<file path="src/verilog/sc_etu_pkg.sv">
// Shared constants for the smart card convention and ETU control block.
package sc_etu_pkg;
    // ****************************************************************
    // Register map
    // ****************************************************************
    localparam int ADDR_W = 18;
    localparam int DATA_W = 32;
    localparam int ETU_W = 13;
    localparam logic [15:0] IDX_CLK_SEL = 16'hfe0f;
    localparam logic [15:0] IDX_PARITY = 16'hfe11;
    localparam logic [15:0] IDX_BYTE_CTL = 16'hfe12;
    localparam logic [15:0] IDX_FD = 16'hfe13;
    localparam logic [15:0] IDX_STATUS = 16'hfe1f;
    localparam logic [ADDR_W-1:0] ADDR_CLK_SEL = {IDX_CLK_SEL, 2'h0};
    localparam logic [ADDR_W-1:0] ADDR_PARITY = {IDX_PARITY, 2'h0};
    localparam logic [ADDR_W-1:0] ADDR_BYTE_CTL = {IDX_BYTE_CTL, 2'h0};
    localparam logic [ADDR_W-1:0] ADDR_FD = {IDX_FD, 2'h0};
    localparam logic [ADDR_W-1:0] ADDR_STATUS = {IDX_STATUS, 2'h0};
    localparam logic [7:0] RST_CLK_SEL = 8'h8c;
    localparam logic [7:0] RST_PARITY = 8'h00;
    localparam logic [7:0] RST_BYTE_CTL = 8'h28;
    localparam logic [7:0] RST_FD = 8'h11;

    // ****************************************************************
    // Field positions
    // ****************************************************************
    localparam int BIT_T0 = 7;
    localparam int CLK_SEL_MSB = 5;
    localparam int BIT_PAR_OFF = 6;
    localparam int BIT_BRK_OFF = 5;
    localparam int BIT_TS_DET = 6;
    localparam int BIT_CONV = 5;
    localparam int BRK_SEL_MSB = 4;
    localparam int BRK_SEL_LSB = 3;
    localparam int F_MSB = 7;
    localparam int F_LSB = 4;
    localparam int D_MSB = 3;

    // ****************************************************************
    // Character timing in half-ETU steps from the start bit edge, break lengths in half-ETU steps, and the raw indirect TS
    // ****************************************************************
    localparam logic [4:0] HALF_FIRST_SAMPLE = 5'h03;
    localparam logic [4:0] HALF_LAST_SAMPLE = 5'h13;
    localparam logic [4:0] HALF_BREAK = 5'h15;
    localparam logic [4:0] HALF_CARD_BRK = 5'h16;
    localparam logic [2:0] BRK_HALVES_1 = 3'h2;
    localparam logic [2:0] BRK_HALVES_1P5 = 3'h3;
    localparam logic [2:0] BRK_HALVES_2 = 3'h4;
    localparam logic [7:0] TS_RAW_INDIRECT = 8'h03;

    // ****************************************************************
    // Conversion factors
    // ****************************************************************
    localparam logic [3:0] F_CODE_EXC = 4'h2;
    localparam logic [3:0] D_CODE_EXC = 4'h4;
    localparam logic [ETU_W-1:0] ETU_COUNT_EXC = 13'h08a;

    function automatic logic [11:0] fi_of(input logic [3:0] code);
        logic [11:0] v;
        v = 12'h174;
        case (code)
            4'h2: v = 12'h22e;
            4'h3: v = 12'h2e8;
            4'h4: v = 12'h45c;
            4'h5: v = 12'h5d0;
            4'h6, 4'h7: v = 12'h744;
            4'h8, 4'h9: v = 12'h200;
            4'ha: v = 12'h300;
            4'hb: v = 12'h400;
            4'hc: v = 12'h600;
            4'hd, 4'he, 4'hf: v = 12'h800;
            default: v = 12'h174;
        endcase
        return v;
    endfunction

    function automatic logic [5:0] di_of(input logic [3:0] code);
        logic [5:0] v;
        v = 6'h10;
        case (code)
            4'h0, 4'h1: v = 6'h01;
            4'h2: v = 6'h02;
            4'h3: v = 6'h04;
            4'h4: v = 6'h08;
            4'h5: v = 6'h10;
            4'h6, 4'h7: v = 6'h20;
            4'h8: v = 6'h0c;
            4'h9: v = 6'h14;
            default: v = 6'h10;
        endcase
        return v;
    endfunction
endpackage

</file>
<file path="src/verilog/sc_clk_divider.sv">
// Intermediate clock enable and card clock generator.
`timescale 1ns/1ps
module sc_clk_divider (
    // Clock and reset
    input wire logic i_clk,
    input wire logic i_sys_rst,
    // Control
    input wire logic [5:0] i_div_sel,
    // Outputs
    output logic o_tick,
    output logic o_card_clk
);
    logic [5:0] cnt_q;
    logic [6:0] ratio_q;
    logic card_clk_q;
    wire logic [6:0] ratio_new;
    wire logic wrap;

    assign ratio_new = (i_div_sel == 6'h00) ? 7'h02 : {1'b0, i_div_sel} + 7'h01;
    assign wrap = ({1'b0, cnt_q} + 7'h01) >= ratio_q;
    assign o_tick = wrap;
    assign o_card_clk = card_clk_q;

    // A new ratio is taken only at a wrap, so no period is ever cut short.
    always_ff @(posedge i_clk or posedge i_sys_rst) begin
        if (i_sys_rst) begin
            cnt_q <= 6'h00;
            ratio_q <= 7'h0d;
        end else if (wrap) begin
            cnt_q <= 6'h00;
            ratio_q <= ratio_new;
        end else begin
            cnt_q <= cnt_q + 6'h01;
        end
    end

    always_ff @(posedge i_clk or posedge i_sys_rst) begin
        if (i_sys_rst) begin
            card_clk_q <= 1'b0;
        end else if (wrap) begin
            card_clk_q <= ~card_clk_q;
        end
    end
endmodule

</file>
<file path="src/verilog/sc_etu_divider.sv">
// ETU divider: maps F and D codes to a count and emits half-ETU ticks.
`timescale 1ns/1ps
module sc_etu_divider #(
    parameter int ETU_W = sc_etu_pkg::ETU_W
) (
    // Clock and reset
    input wire logic i_clk,
    input wire logic i_sys_rst,
    // Timing
    input wire logic i_tick,
    input wire logic i_restart,
    input wire logic [3:0] i_f_code,
    input wire logic [3:0] i_d_code,
    // Outputs
    output logic o_half_tick,
    output logic [ETU_W-1:0] o_etu_count
);
    logic [ETU_W-1:0] cnt_q;
    wire logic [11:0] fi;
    wire logic [5:0] di;
    wire logic [13:0] num;
    wire logic [ETU_W-1:0] etu_round;
    wire logic [ETU_W-1:0] half_pt;
    wire logic last;

    assign fi = sc_etu_pkg::fi_of(i_f_code);
    assign di = sc_etu_pkg::di_of(i_d_code);
    assign num = {1'b0, fi, 1'b0} + {9'h000, di[5:1]};
    // rounding to nearest keeps a 4096 count and stays within half a count.
    assign etu_round = ETU_W'(num / {8'h00, di});
    assign o_etu_count = (i_f_code == sc_etu_pkg::F_CODE_EXC && i_d_code == sc_etu_pkg::D_CODE_EXC)
        ? sc_etu_pkg::ETU_COUNT_EXC : etu_round;
    assign half_pt = o_etu_count >> 1;
    assign last = (cnt_q + 1'b1) >= o_etu_count;
    assign o_half_tick = i_tick && !i_restart && (last || (cnt_q + 1'b1) == half_pt);

    always_ff @(posedge i_clk or posedge i_sys_rst) begin
        if (i_sys_rst) begin
            cnt_q <= '0;
        end else if (i_restart) begin
            cnt_q <= '0;
        end else if (i_tick) begin
            cnt_q <= last ? '0 : cnt_q + 1'b1;
        end
    end
endmodule

</file>
<file path="src/verilog/smartcard_etu_convention_ctrl.sv">
// Smart card receive convention, break and ETU rate control with Avalon-MM registers.
//
// Decided for this implementation: the Avalon-MM register port.
`timescale 1ns/1ps

// Behaviour
// - With TS detect set, next received character is TS and fixes the convention.
// - Without TS detect, the convention bit stays as is, direct after reset.
// - TS gets the same parity check and break as selected by control bits.
// - Hardware clears TS detect once TS has been received.
// - TS is decoded by its convention before being handed on.
// - TS sets the convention bit for direct, clears it for indirect; software may write.
// - Break length code 00 is 1 ETU, 01 is 1.5, 10 is 2, 11 reserved.
// - Upper nibble selects Fi; reset code 0001 gives 372.
// - Lower nibble selects Di; reset code 0001 gives 1.
// - F code table 372,372,558,744,1116,1488,1860,1860,512,512,768,1024,1536,2048x3.
// - D code table 1,1,2,4,8,16,32,32,12,20, then 16 for the rest.
// - Card clock is the intermediate clock divided by two.
// - ETU is the intermediate clock divided by twice Fi over Di.
// - Fi over Di ratios up to 2048 are supported.
// - Divider loads the tabulated count, e.g. 744 and 138.
// - Inexact counts stay within half a count of the target ratio except the 138 loaded for 139.5; rounding gives 23 for 23.25, about 1.1 percent off.
// - One F and D setting serves whichever interface is selected.
// - Intermediate clock is system clock over select plus one; zero acts as one.
// - Parity break starts at 10.5 ETU; card break is sampled at 11 ETU.
// - Parity check, when on, demands even ones including the parity bit.
module smartcard_etu_convention_ctrl #(
    parameter int ADDR_W = sc_etu_pkg::ADDR_W
) (
    // Clock and reset
    input wire logic i_clk,
    input wire logic i_sys_rst,
    // Avalon-MM slave
    input wire logic [ADDR_W-1:0] i_avs_address,
    input wire logic i_avs_read,
    input wire logic i_avs_write,
    input wire logic [31:0] i_avs_writedata,
    input wire logic [3:0] i_avs_byteenable,
    output logic [31:0] o_avs_readdata,
    output logic o_avs_waitrequest,
    // Card line
    input wire logic i_card_io_in,
    output logic o_card_io_out,
    output logic o_card_io_oe,
    output logic o_card_clk,
    // Received characters
    output logic [7:0] o_rx_data,
    output logic o_rx_valid,
    output logic o_rx_parity_err
);
    typedef enum logic [0:0] {RX_IDLE, RX_FRAME} rx_state_t;

    // ****************************************************************
    // Registers and decode
    // ****************************************************************
    logic wait_q;
    logic [31:0] rdata_q;
    logic [7:0] clk_sel_q;
    logic par_off_q;
    logic brk_off_q;
    logic ts_detect_q;
    logic conv_q;
    logic [1:0] brk_sel_q;
    logic [7:0] fd_q;
    wire logic req;
    wire logic wr_ok;
    wire logic hit_clk;
    wire logic hit_par;
    wire logic hit_byte;
    wire logic hit_fd;
    wire logic hit_stat;
    wire logic [7:0] wd;
    wire logic [7:0] rd_byte;
    wire logic [7:0] status;
    wire logic ts_done;
    wire logic ts_direct;

    assign req = i_avs_read | i_avs_write;
    assign wr_ok = i_avs_write & ~wait_q & i_avs_byteenable[0];
    assign hit_clk = i_avs_address == sc_etu_pkg::ADDR_CLK_SEL;
    assign hit_par = i_avs_address == sc_etu_pkg::ADDR_PARITY;
    assign hit_byte = i_avs_address == sc_etu_pkg::ADDR_BYTE_CTL;
    assign hit_fd = i_avs_address == sc_etu_pkg::ADDR_FD;
    assign hit_stat = i_avs_address == sc_etu_pkg::ADDR_STATUS;
    assign wd = i_avs_writedata[7:0];

    assign rd_byte = hit_clk ? clk_sel_q :
        hit_par ? {1'b0, par_off_q, brk_off_q, 5'h00} :
        hit_byte ? {1'b0, ts_detect_q, conv_q, brk_sel_q, 3'h0} :
        hit_fd ? fd_q :
        hit_stat ? status : 8'h00;

    assign o_avs_waitrequest = wait_q;
    assign o_avs_readdata = rdata_q;

    // The slave answers one cycle after the request is first seen.
    always_ff @(posedge i_clk or posedge i_sys_rst) begin
        if (i_sys_rst) begin
            wait_q <= 1'b1;
            rdata_q <= 32'h0000_0000;
        end else begin
            wait_q <= ~(req & wait_q);
            if (i_avs_read & wait_q) begin
                rdata_q <= {24'h00_0000, rd_byte};
            end
        end
    end

    always_ff @(posedge i_clk or posedge i_sys_rst) begin
        if (i_sys_rst) begin
            clk_sel_q <= sc_etu_pkg::RST_CLK_SEL;
            par_off_q <= sc_etu_pkg::RST_PARITY[sc_etu_pkg::BIT_PAR_OFF];
            brk_off_q <= sc_etu_pkg::RST_PARITY[sc_etu_pkg::BIT_BRK_OFF];
            fd_q <= sc_etu_pkg::RST_FD;
        end else if (wr_ok) begin
            if (hit_clk) begin
                clk_sel_q <= {wd[sc_etu_pkg::BIT_T0], 1'b0, wd[sc_etu_pkg::CLK_SEL_MSB:0]};
            end
            if (hit_par) begin
                par_off_q <= wd[sc_etu_pkg::BIT_PAR_OFF];
                brk_off_q <= wd[sc_etu_pkg::BIT_BRK_OFF];
            end
            if (hit_fd) begin
                fd_q <= wd;
            end
        end
    end

    // A software write of TS detect beats the clear at TS end, so a re-arm is kept.
    always_ff @(posedge i_clk or posedge i_sys_rst) begin
        if (i_sys_rst) begin
            ts_detect_q <= sc_etu_pkg::RST_BYTE_CTL[sc_etu_pkg::BIT_TS_DET];
            conv_q <= sc_etu_pkg::RST_BYTE_CTL[sc_etu_pkg::BIT_CONV];
            brk_sel_q <= sc_etu_pkg::RST_BYTE_CTL[sc_etu_pkg::BRK_SEL_MSB:sc_etu_pkg::BRK_SEL_LSB];
        end else begin
            if (wr_ok && hit_byte) begin
                ts_detect_q <= wd[sc_etu_pkg::BIT_TS_DET];
                brk_sel_q <= wd[sc_etu_pkg::BRK_SEL_MSB:sc_etu_pkg::BRK_SEL_LSB];
            end else if (ts_done) begin
                ts_detect_q <= 1'b0;
            end
            // hardware update wins over a write.
            if (ts_done) begin
                conv_q <= ts_direct;
            end else if (wr_ok && hit_byte) begin
                conv_q <= wd[sc_etu_pkg::BIT_CONV];
            end
        end
    end

    // ****************************************************************
    // Clock and ETU dividers
    // ****************************************************************
    wire logic icc_tick;
    wire logic half_tick;
    wire logic start_edge;
    wire logic [sc_etu_pkg::ETU_W-1:0] etu_count;

    // one F and D setting drives the shared divider.
    sc_clk_divider u_clk_div (
        .i_clk(i_clk),
        .i_sys_rst(i_sys_rst),
        .i_div_sel(clk_sel_q[sc_etu_pkg::CLK_SEL_MSB:0]),
        .o_tick(icc_tick),
        .o_card_clk(o_card_clk)
    );

    sc_etu_divider u_etu_div (
        .i_clk(i_clk),
        .i_sys_rst(i_sys_rst),
        .i_tick(icc_tick),
        .i_restart(start_edge),
        .i_f_code(fd_q[sc_etu_pkg::F_MSB:sc_etu_pkg::F_LSB]),
        .i_d_code(fd_q[sc_etu_pkg::D_MSB:0]),
        .o_half_tick(half_tick),
        .o_etu_count(etu_count)
    );

    // ****************************************************************
    // Character receiver
    // ****************************************************************
    rx_state_t state_q;
    logic io_prev_q;
    logic [4:0] half_q;
    logic [8:0] shift_q;
    logic char_done_q;
    logic ts_frame_q;
    logic pend_brk_q;
    logic [2:0] brk_cnt_q;
    logic oe_q;
    logic card_brk_q;
    logic [7:0] rx_data_q;
    logic rx_valid_q;
    logic par_err_q;
    wire logic [4:0] half_next;
    wire logic sample_pt;
    wire logic conv_eff;
    wire logic par_err_w;
    wire logic [7:0] raw;
    wire logic [7:0] decoded;
    wire logic [2:0] brk_len;
    wire logic brk_start;
    wire logic [2:0] brk_cnt_d;
    wire logic frame_end;

    assign start_edge = (state_q == RX_IDLE) && io_prev_q && !i_card_io_in && !oe_q;
    assign half_next = half_q + 5'h01;
    assign sample_pt = half_tick && half_next[0] && half_next >= sc_etu_pkg::HALF_FIRST_SAMPLE
        && half_next <= sc_etu_pkg::HALF_LAST_SAMPLE;
    assign raw = shift_q[7:0];
    // a TS frame decides its own convention.
    assign ts_direct = raw != sc_etu_pkg::TS_RAW_INDIRECT;
    assign conv_eff = ts_frame_q ? ts_direct : conv_q;
    // even parity, inverted levels in indirect.
    assign par_err_w = !par_off_q && (conv_eff ? ^shift_q : ~^shift_q);
    assign decoded = conv_eff ? raw : ~{<<{raw}};
    assign ts_done = char_done_q && ts_frame_q;
    assign brk_len = (brk_sel_q == 2'h1) ? sc_etu_pkg::BRK_HALVES_1P5 :
        (brk_sel_q == 2'h2) ? sc_etu_pkg::BRK_HALVES_2 : sc_etu_pkg::BRK_HALVES_1;
    assign brk_start = half_tick && (state_q == RX_FRAME) && pend_brk_q
        && half_next == sc_etu_pkg::HALF_BREAK;
    assign brk_cnt_d = brk_start ? brk_len :
        (half_tick && brk_cnt_q != 3'h0) ? brk_cnt_q - 3'h1 : brk_cnt_q;
    assign frame_end = (state_q == RX_FRAME) && half_q >= sc_etu_pkg::HALF_CARD_BRK
        && brk_cnt_q == 3'h0;
    assign status = {5'h00, state_q == RX_FRAME, card_brk_q, par_err_q};

    always_ff @(posedge i_clk or posedge i_sys_rst) begin
        if (i_sys_rst) begin
            state_q <= RX_IDLE;
            half_q <= 5'h00;
        end else begin
            unique case (state_q)
                RX_IDLE: begin
                    if (start_edge) begin
                        state_q <= RX_FRAME;
                        half_q <= 5'h00;
                    end
                end
                RX_FRAME: begin
                    if (frame_end) begin
                        state_q <= RX_IDLE;
                    end else if (half_tick && half_q < sc_etu_pkg::HALF_CARD_BRK) begin
                        half_q <= half_next;
                    end
                end
            endcase
        end
    end

    always_ff @(posedge i_clk or posedge i_sys_rst) begin
        if (i_sys_rst) begin
            io_prev_q <= 1'b1;
            shift_q <= 9'h000;
            char_done_q <= 1'b0;
            ts_frame_q <= 1'b0;
        end else begin
            io_prev_q <= i_card_io_in;
            char_done_q <= sample_pt && half_next == sc_etu_pkg::HALF_LAST_SAMPLE;
            if (start_edge) begin
                ts_frame_q <= ts_detect_q;
            end
            if (sample_pt && state_q == RX_FRAME) begin
                shift_q <= {i_card_io_in, shift_q[8:1]};
            end
        end
    end

    // Only T=0 with checking and sending enabled may answer a bad parity with a break.
    always_ff @(posedge i_clk or posedge i_sys_rst) begin
        if (i_sys_rst) begin
            pend_brk_q <= 1'b0;
            brk_cnt_q <= 3'h0;
            oe_q <= 1'b0;
            card_brk_q <= 1'b0;
        end else begin
            brk_cnt_q <= brk_cnt_d;
            oe_q <= brk_cnt_d != 3'h0;
            if (start_edge) begin
                pend_brk_q <= 1'b0;
                card_brk_q <= 1'b0;
            end else if (char_done_q) begin
                pend_brk_q <= par_err_w && clk_sel_q[sc_etu_pkg::BIT_T0] && !brk_off_q;
            end else if (half_tick && half_next == sc_etu_pkg::HALF_CARD_BRK
                    && state_q == RX_FRAME && half_q < sc_etu_pkg::HALF_CARD_BRK) begin
                // card break sampled at 11 ETU.
                card_brk_q <= !i_card_io_in && !oe_q;
            end
        end
    end

    always_ff @(posedge i_clk or posedge i_sys_rst) begin
        if (i_sys_rst) begin
            rx_data_q <= 8'h00;
            rx_valid_q <= 1'b0;
            par_err_q <= 1'b0;
        end else begin
            rx_valid_q <= char_done_q;
            if (char_done_q) begin
                rx_data_q <= decoded;
                par_err_q <= par_err_w;
            end
        end
    end

    // The card line is open drain: only a low is ever driven.
    assign o_card_io_out = 1'b0;
    assign o_card_io_oe = oe_q;
    assign o_rx_data = rx_data_q;
    assign o_rx_valid = rx_valid_q;
    assign o_rx_parity_err = par_err_q;
endmodule

</file>
<file path="config.mk">
export PLATFORM = sky130hd
export DESIGN_NAME = smartcard_etu_convention_ctrl
export DESIGN_NICKNAME = d
export VERILOG_FILES = /design/src/verilog/sc_etu_pkg.sv /design/src/verilog/sc_clk_divider.sv /design/src/verilog/sc_etu_divider.sv /design/src/verilog/smartcard_etu_convention_ctrl.sv
export SDC_FILE = /design/constraint.sdc
export NUM_CORES = 1
export LEC_CHECK = 0
export BUFFER_PORTS_ARGS = -buffer_cell sky130_fd_sc_hd__buf_2
export CAP_MARGIN = 20
export CORE_ASPECT_RATIO = 0.7
export CORE_MARGIN = 5
export CORE_UTILIZATION = 61
export DETAILED_ROUTE_END_ITERATION = 16
export PLACE_DENSITY = 0.82
export SYNTH_ARGS = -nofsm -noshare
export SYNTH_HDL_FRONTEND = slang
export SYNTH_SLANG_ARGS = --single-unit
</file>
<file path="constraint.sdc">
create_clock -name i_clk -period 34.9 [get_ports i_clk]
set_input_delay 6.98 -clock i_clk [delete_from_list [all_inputs] [get_ports i_clk]]
set_output_delay 6.98 -clock i_clk [all_outputs]
set_load 0.01 [all_outputs]
</file>
### Word-level counts from Yosys, hierarchy flattened

Memories as Yosys holds them, arrays and structs flattened.
Cells that the tools add are included.

| storage, ports and cells | value |
|---|---|
| flip-flop bits (word level) | 91 |
| bits in latches | 0 |
| memory bits (writable) | 0 |
| ROM bits | 272 |
| logic and storage cells | 152 |
| memories | 2 |

| cells by class | value |
|---|---|
| add/subtract/negate cells | 7 |
| multiply operators | 0 |
| div/mod/pow operators | 1 |
| magnitude comparators | 6 |
| eq/ne operators | 18 |
| shift-type cells | 0 |
| multiplexer cells | 34 |
| bitwise logic cells | 10 |
| reduce and logical (&&, ||, !) cells | 48 |

Memories:

| memory | words | bits a word | read ports | clocked after Yosys merged registers in | write ports | RTL line | text |
|---|---|---|---|---|---|---|---|
| (name not given) | 16 | 11 | 1 | 0 | 0 | sc_etu_pkg.sv:61 | `case (code)` |
| (name not given) | 16 | 6 | 1 | 0 | 0 | sc_etu_pkg.sv:80 | `case (code)` |

Operator list:

| kind | number |
|---|---|
| equality test 18 bit, second input constant | 5 |
| two-way mux 13 bit | 4 |
| two-way mux 8 bit | 5 |
| logical AND 1 bit | 27 |
| equality test 5 bit, second input constant | 3 |
| two-way mux 3 bit | 5 |
| two-way mux 5 bit | 3 |
| adder 13 x 5 -> 14 bit | 1 |
| adder 6 x 1 -> 7 bit, second input constant | 2 |
| divider 14 x 6 -> 14 bit | 1 |
| adder 13 x 1 -> 13 bit, second input constant | 1 |
| equality test 13 x 12 -> 1 bit | 1 |
| >= comparator 13 bit | 1 |
| two-way mux 1 bit | 13 |
| one-hot mux 5 bit (2 select lines) | 1 |
| XNOR reduction 9 bit | 1 |
| parity 9 bit | 1 |
| != test 8 x 2 -> 1 bit, second input constant | 1 |
| inverter 8 bit | 1 |
| AND reduction 2 bit | 4 |
| nonzero test 2 bit | 4 |
| >= comparator 7 bit | 1 |
| two-way mux 7 bit | 1 |
| adder 6 x 1 -> 6 bit, second input constant | 1 |
| 23 further kinds | 36 |

### Depth between registers and ports, before layout

| logic depth | value |
|---|---|
| depth after elaboration | 13 |
| mapped depth | 141 |
| mapped depth without buffers | 132 |

### Cells and area by module

From an unflattened synthesis, not the netlist that was laid out.

| second synthesis, totals | value |
|---|---|
| cell total of the unflattened synthesis | 1160 |
| area total of the unflattened synthesis | 9959.6 µm² |

By module, submodules not included:

| module | instances | cells an instance | area each (µm²) | sequential area each (µm²) |
|---|---|---|---|---|
| sc_etu_divider | 1 | 755 | 5599.1 | 325.3 |
| smartcard_etu_convention_ctrl | 1 | 325 | 3493.4 | 1612.8 |
| sc_clk_divider | 1 | 80 | 867.1 | 354.1 |

### Worst setup path after synthesis

OpenSTA, ideal clock, no wires.

| path | value |
|---|---|
| kind | register to register |
| start point | register fd_q[1] |
| end point | register shift_q[0] |
| library setup time | 128 ps |
| arrival time | 25718 ps |
| data required time | 34772 ps |
| slack | 9054 ps |
| stages on the path, launching flop included | 132 |
| buffers on the path | 10 |
| period minus slack after synthesis | 25846 ps |
| cells stage by stage | dfrtp_1 -> clkbuf_1 -> nand3b_1 -> ha_1 -> a21o_1 -> a21bo_2 -> and2_1 -> ha_1 -> o21a_1 -> o221ai_1 -> mux2_2 -> ha_1 -> o211a_1 -> o21ai_1 -> a21o_1 -> mux2_2 -> ha_1 -> or3_1 -> [96 not listed] -> a31oi_1 -> ha_1 -> nor2b_1 -> o21a_1 -> o21ai_0 -> nand2b_1 -> a21oi_1 -> o21ai_0 -> a21oi_1 -> nor2b_1 -> o21ai_0 -> nand2_1 -> a21oi_1 -> o41ai_1 -> o21ai_1 -> or4_1 -> buf_4 -> mux2_1 |

| on the way | value |
|---|---|
| word-level cells in the longest chain between the ends | 11 |
| elaborated cells between the ends (all ways) | 14 |

Ends and longest elaborated chain:

| item | RTL line | text |
|---|---|---|
| from (decl) | smartcard_etu_convention_ctrl.sv:64 | `logic [7:0] fd_q;` |
| from (signal assigned) | smartcard_etu_convention_ctrl.sv:114 | `fd_q <= sc_etu_pkg::RST_FD;` |
| from (signal assigned) | smartcard_etu_convention_ctrl.sv:124 | `fd_q <= wd;` |
| memory (16 x 6 bit) | n/a |  |
| adder 13 x 5 -> 14 bit | sc_etu_divider.sv:28 | `assign num = {1'b0, fi, 1'b0} + {9'h000, di[5:1]};` |
| divider 14 x 6 -> 14 bit | sc_etu_divider.sv:30 | `assign etu_round = ETU_W'(num / {8'h00, di});` |
| two-way mux 13 bit (*) | sc_etu_divider.sv:32 | `? sc_etu_pkg::ETU_COUNT_EXC : etu_round;` |
| >= comparator 13 bit or equality test 13 x 12 -> 1 bit (tied branches) | sc_etu_divider.sv:34, sc_etu_divider.sv:35 |  |
| logical OR 1 bit (*) | sc_etu_divider.sv:35 | `assign o_half_tick = i_tick && !i_restart && (last \|\| (cnt_q + 1'b1) == half_pt);` |
| logical AND 1 bit (*) | sc_etu_divider.sv:35 |  |
| logical AND 1 bit (*) (2 in a row) | smartcard_etu_convention_ctrl.sv:208 | `assign sample_pt = half_tick && half_next[0] && half_next >= sc_etu_pkg::HALF_FIRST_SAMPLE` |
| logical AND 1 bit (*) | smartcard_etu_convention_ctrl.sv:209 | `&& half_next <= sc_etu_pkg::HALF_LAST_SAMPLE;` |
| logical AND 1 bit (*) | smartcard_etu_convention_ctrl.sv:263 | `if (sample_pt && state_q == RX_FRAME) begin` |
| to (signal assigned) | smartcard_etu_convention_ctrl.sv:264 | `shift_q <= {i_card_io_in, shift_q[8:1]};` |
| to (decl) | smartcard_etu_convention_ctrl.sv:185 | `logic [8:0] shift_q;` |

Every way passes the cells marked *; elsewhere a longest branch is shown, timed or not.
A chain may end at the register's enable or synchronous reset.

### Worst setup path in the final report

| path | value |
|---|---|
| start point | register fd_q[2] |
| end point | register shift_q[0] |

The elaborated chain is that of the path after synthesis.

==> impl_metrics.csv <==
group,metric,value,unit
run_status,status,"finished, final reports clean",
routing,vias,9251,
final_layout,final_cell_count_no_fill,1440,
worst_setup_path,cp-startpoint,"fd_q[2]",
synth,synth_compound_area_frac,0.236,
placed_design,dp_cells,1423,
clock_network,cts_sinks,91,
synth,yosysWarningCount,0,
timing,worst_pin_slew,1.02,ns
clock_network,postCtsSetupRepairBufs,0,
die,die-height,116,µm
synth,synthCells,1203,
clock_network,cts_tree,"done",
clock_network,clockBufferDepth,2,
placed_design,hpwl,19000,µm
flow_run,drv_cap,0,
clock_network,cts.clk_slew.worst_paths,0.07,ns
die,rows,38,
worst_setup_path,reg2reg_slack,4.25,ns
timing,slew_viol_final,0,
worst_setup_path,end_kind,"flip-flop",
synth,synth_edf_count,0,
synth,synth-seq-cells,91,
timing,hold_viol,0,
synth,async_reset_ff_frac,1.00,
global_route,grt_overflow,0,
synth,synth_simple_gate_area_frac,0.223,
worst_setup_path,path_max_fanout,15,
routing,antenna_left,0,
timing,skew,0.00806,ns
worst_setup_path,worst_path_most_repeated_cell,"ha_1",
worst_hold_path,min_path_type,"flip-flop to flip-flop",
worst_setup_path,crit_family,"compound AO/OA/AOI/OAI gates",
routing,via_per_inst,6.42,
synth,yosysSeqAreaShare,0.234,
routing,routedLengthMet1,12000,µm
final_layout,layout_common_cells,"nand2_1, ha_1, nor2_1",
synth,synthXorXnorAreaFrac,0.0554,
synth,synthMuxAreaShare,0.0590,
routing,wl,24400,µm
synth,synthesis.area,9800,µm²
power_and_ir_drop,power_density,109,nW/µm²
timing,rsz0062_at_grt,"false",
routing,wl_met2,10100,µm
synth,avgSynthCellArea,8.15,µm²
synth,synth_fa_ha_area_frac,0.140,
final_layout,mostFrequentLayoutCell,"nand2_1",
final_layout,fillCellCount,1283,
routing,first_pass_iters,6,
clock_network,cts-root-buf,"clkbuf_16",
final_layout,layout-drive-gt1-share,0.115,
worst_setup_path,crit_type,"flip-flop to flip-flop",
worst_setup_path,r2r-end,"shift_q[0]",
die,core,15600,µm²
power_and_ir_drop,power.leakage,4.93,nW
timing,max_slew_margin,0.317,
power_and_ir_drop,ir_worst_vdd,0.000203,V
worst_setup_path,required,35.12,ns
clock_network,cts_hold_buffers,0,
timing,max_freq,32.6,MHz
final_layout,area_growth,7.15,%
die,die-area,18700,µm²
global_route,grt_use_total,0.264,
routing,wl_met3,2140,µm
global_route,grt_max_degree,49,
final_layout,diodes,0,
worst_setup_path,critPathBufInv,1,
routing,wl_per_cell,17.0,µm
timing,post-route-period-util,0.878,
worst_setup_path,setup.worst_path.start_class,"flip-flop",
timing,setup_viol,0,
die,die_width,162,µm
synth,synth_cell_types,87,
clock_network,post_cts_resized,0,
global_route,grt_pass1_wl,41200,µm
worst_setup_path,cp_num_cells,121,
synth,synth_ff_type,"dfrtp_1",
worst_setup_path,r2r-start,"fd_q[2]",
placed_design,gp_congestion,0.941,
final_layout,fin_nets,1402,
worst_setup_path,rr_worst_depth,121,
placed_design,port_buffers,52,
global_route,grt_pass1_vias,8474,
timing,fin_crit,30.65,ns
worst_setup_path,critPathMaxStageDelay,0.84,ns
worst_setup_path,crit_path_top_delay_cell,"or4_1",
routing,routed.top_layer,"met4",
clock_network,cts_buffers,9,
global_route,antenna_found_initial,0,
clock_network,h-tree-depth,3,
timing,fin_tns_setup,0,ns
clock_network,clk_latency,0.35,ns
worst_setup_path,critPathArrivalTime,30.87,ns
die,io_pins,105,
synth,synth_top_family_by_area,"compound AO/OA/AOI/OAI gates",
routing,drt-initial-drc-count,954,
worst_setup_path,critical_path.endpoint,"shift_q[0]",
timing,whs,0.485,ns
routing,route.detailed.drc,0,
die,start_util,0.627,
[cell usage after synthesis (all sizes together), types with 32 or more instances]
cell type / count / area, µm²
mux2: 38 / 428
o21ai: 85 / 425
xnor2: 41 / 359
inv: 47 / 176
a21oi: 69 / 349
o21a: 32 / 240
nand2: 122 / 458
nor2: 102 / 383
ha: 107 / 1340
dfrtp: 79 / 1980
nand3: 37 / 185
nor3: 32 / 160
[kinds of logic (layout without fill, tap and decap cells)]
group | after synthesis | count (layout)
simple gates | 440 | 440
compound gates | 338 | 338
fa+ha+maj | 109 | 109
buf+inv | 109 | 121
flops | 91 | 91
xor+xnor | 62 | 62
mux | 53 | 53
other cells | 1 | 26
[metal layers]
metal,track usage,up-vias
li1,-,4462
met1,0.404,4396
met2,0.401,369
met3,0.0437,24
met4,0.0443,0
met5,0,-
[worst register-to-register path, delay by kind of cell (launching register included)]
family / cells / cell delay [ns]
AND/OR/NAND/NOR: 40 / 9.62
adder cells (fa/ha/maj): 14 / 4.61
multiplexers: 4 / 1.56
buffers and inverters: 1 / 0.23
AO/OA/AOI/OAI: 62 / 13.96
flip-flops: 1 / 0.53
[power by group]
part / total (mW) / internal (mW) / switching (mW)
combinational: 0.898 / 0.392 / 0.506
sequential: 0.122 / 0.115 / 0.00755
clock: 0.123 / 0.0845 / 0.0390
total: 1.14 / 0.591 / 0.553
[through the flow]
step / setup slack (ns) / area [µm²] / util / total power [mW]
floorplan: 9.05 / 9890 / - / 0.848
finish: 4.25 / 10500 / 0.671 / 1.14
CTS: 4.64 / 10500 / 0.671 / 1.14
detailed placement: 4.73 / 10100 / 0.646 / 1.01
global route: 1.95 / 10500 / 0.671 / 1.26
global placement: 5.24 / 10100 / 0.646 / 0.972
[flip-flops by register name, summed over array words and instances (netlist names), 2 cells and up]
signal	cells
o_rx_data	8
u_etu_div.cnt_q	13
brk_cnt_q	3
brk_sel_q	2
o_avs_readdata	8
fd_q	8
u_clk_div.ratio_q	7
u_clk_div.cnt_q	6
half_q	5
shift_q	9
clk_sel_q	7
[worst min path at each step]
stage,startpoint,to,slack [ns],cells after the start
after floorplan,char_done_q,o_rx_valid,0.35,0
after global placement,o_avs_readdata[6],o_avs_readdata[6],0.46,2
after detailed placement,u_clk_div.o_card_clk,u_clk_div.o_card_clk,0.47,1
after CTS,o_avs_waitrequest,o_avs_waitrequest,0.49,1
after global routing,o_rx_data[4],o_rx_data[4],0.52,1
final,o_avs_waitrequest,o_avs_waitrequest,0.49,1
[cell type report]
class                   count  area (µm²)  share of cell area
clock buffers              11         233              0.0222
clock inverters             5         150              0.0143
inverters                  47         178              0.0169
multi-input cells        1028        7090               0.675
flip-flops and latches     91        2290               0.218
well taps                 200         250              0.0238
repair buffers             58         305              0.0291
Note: power is estimated with default switching activity, not from simulation.
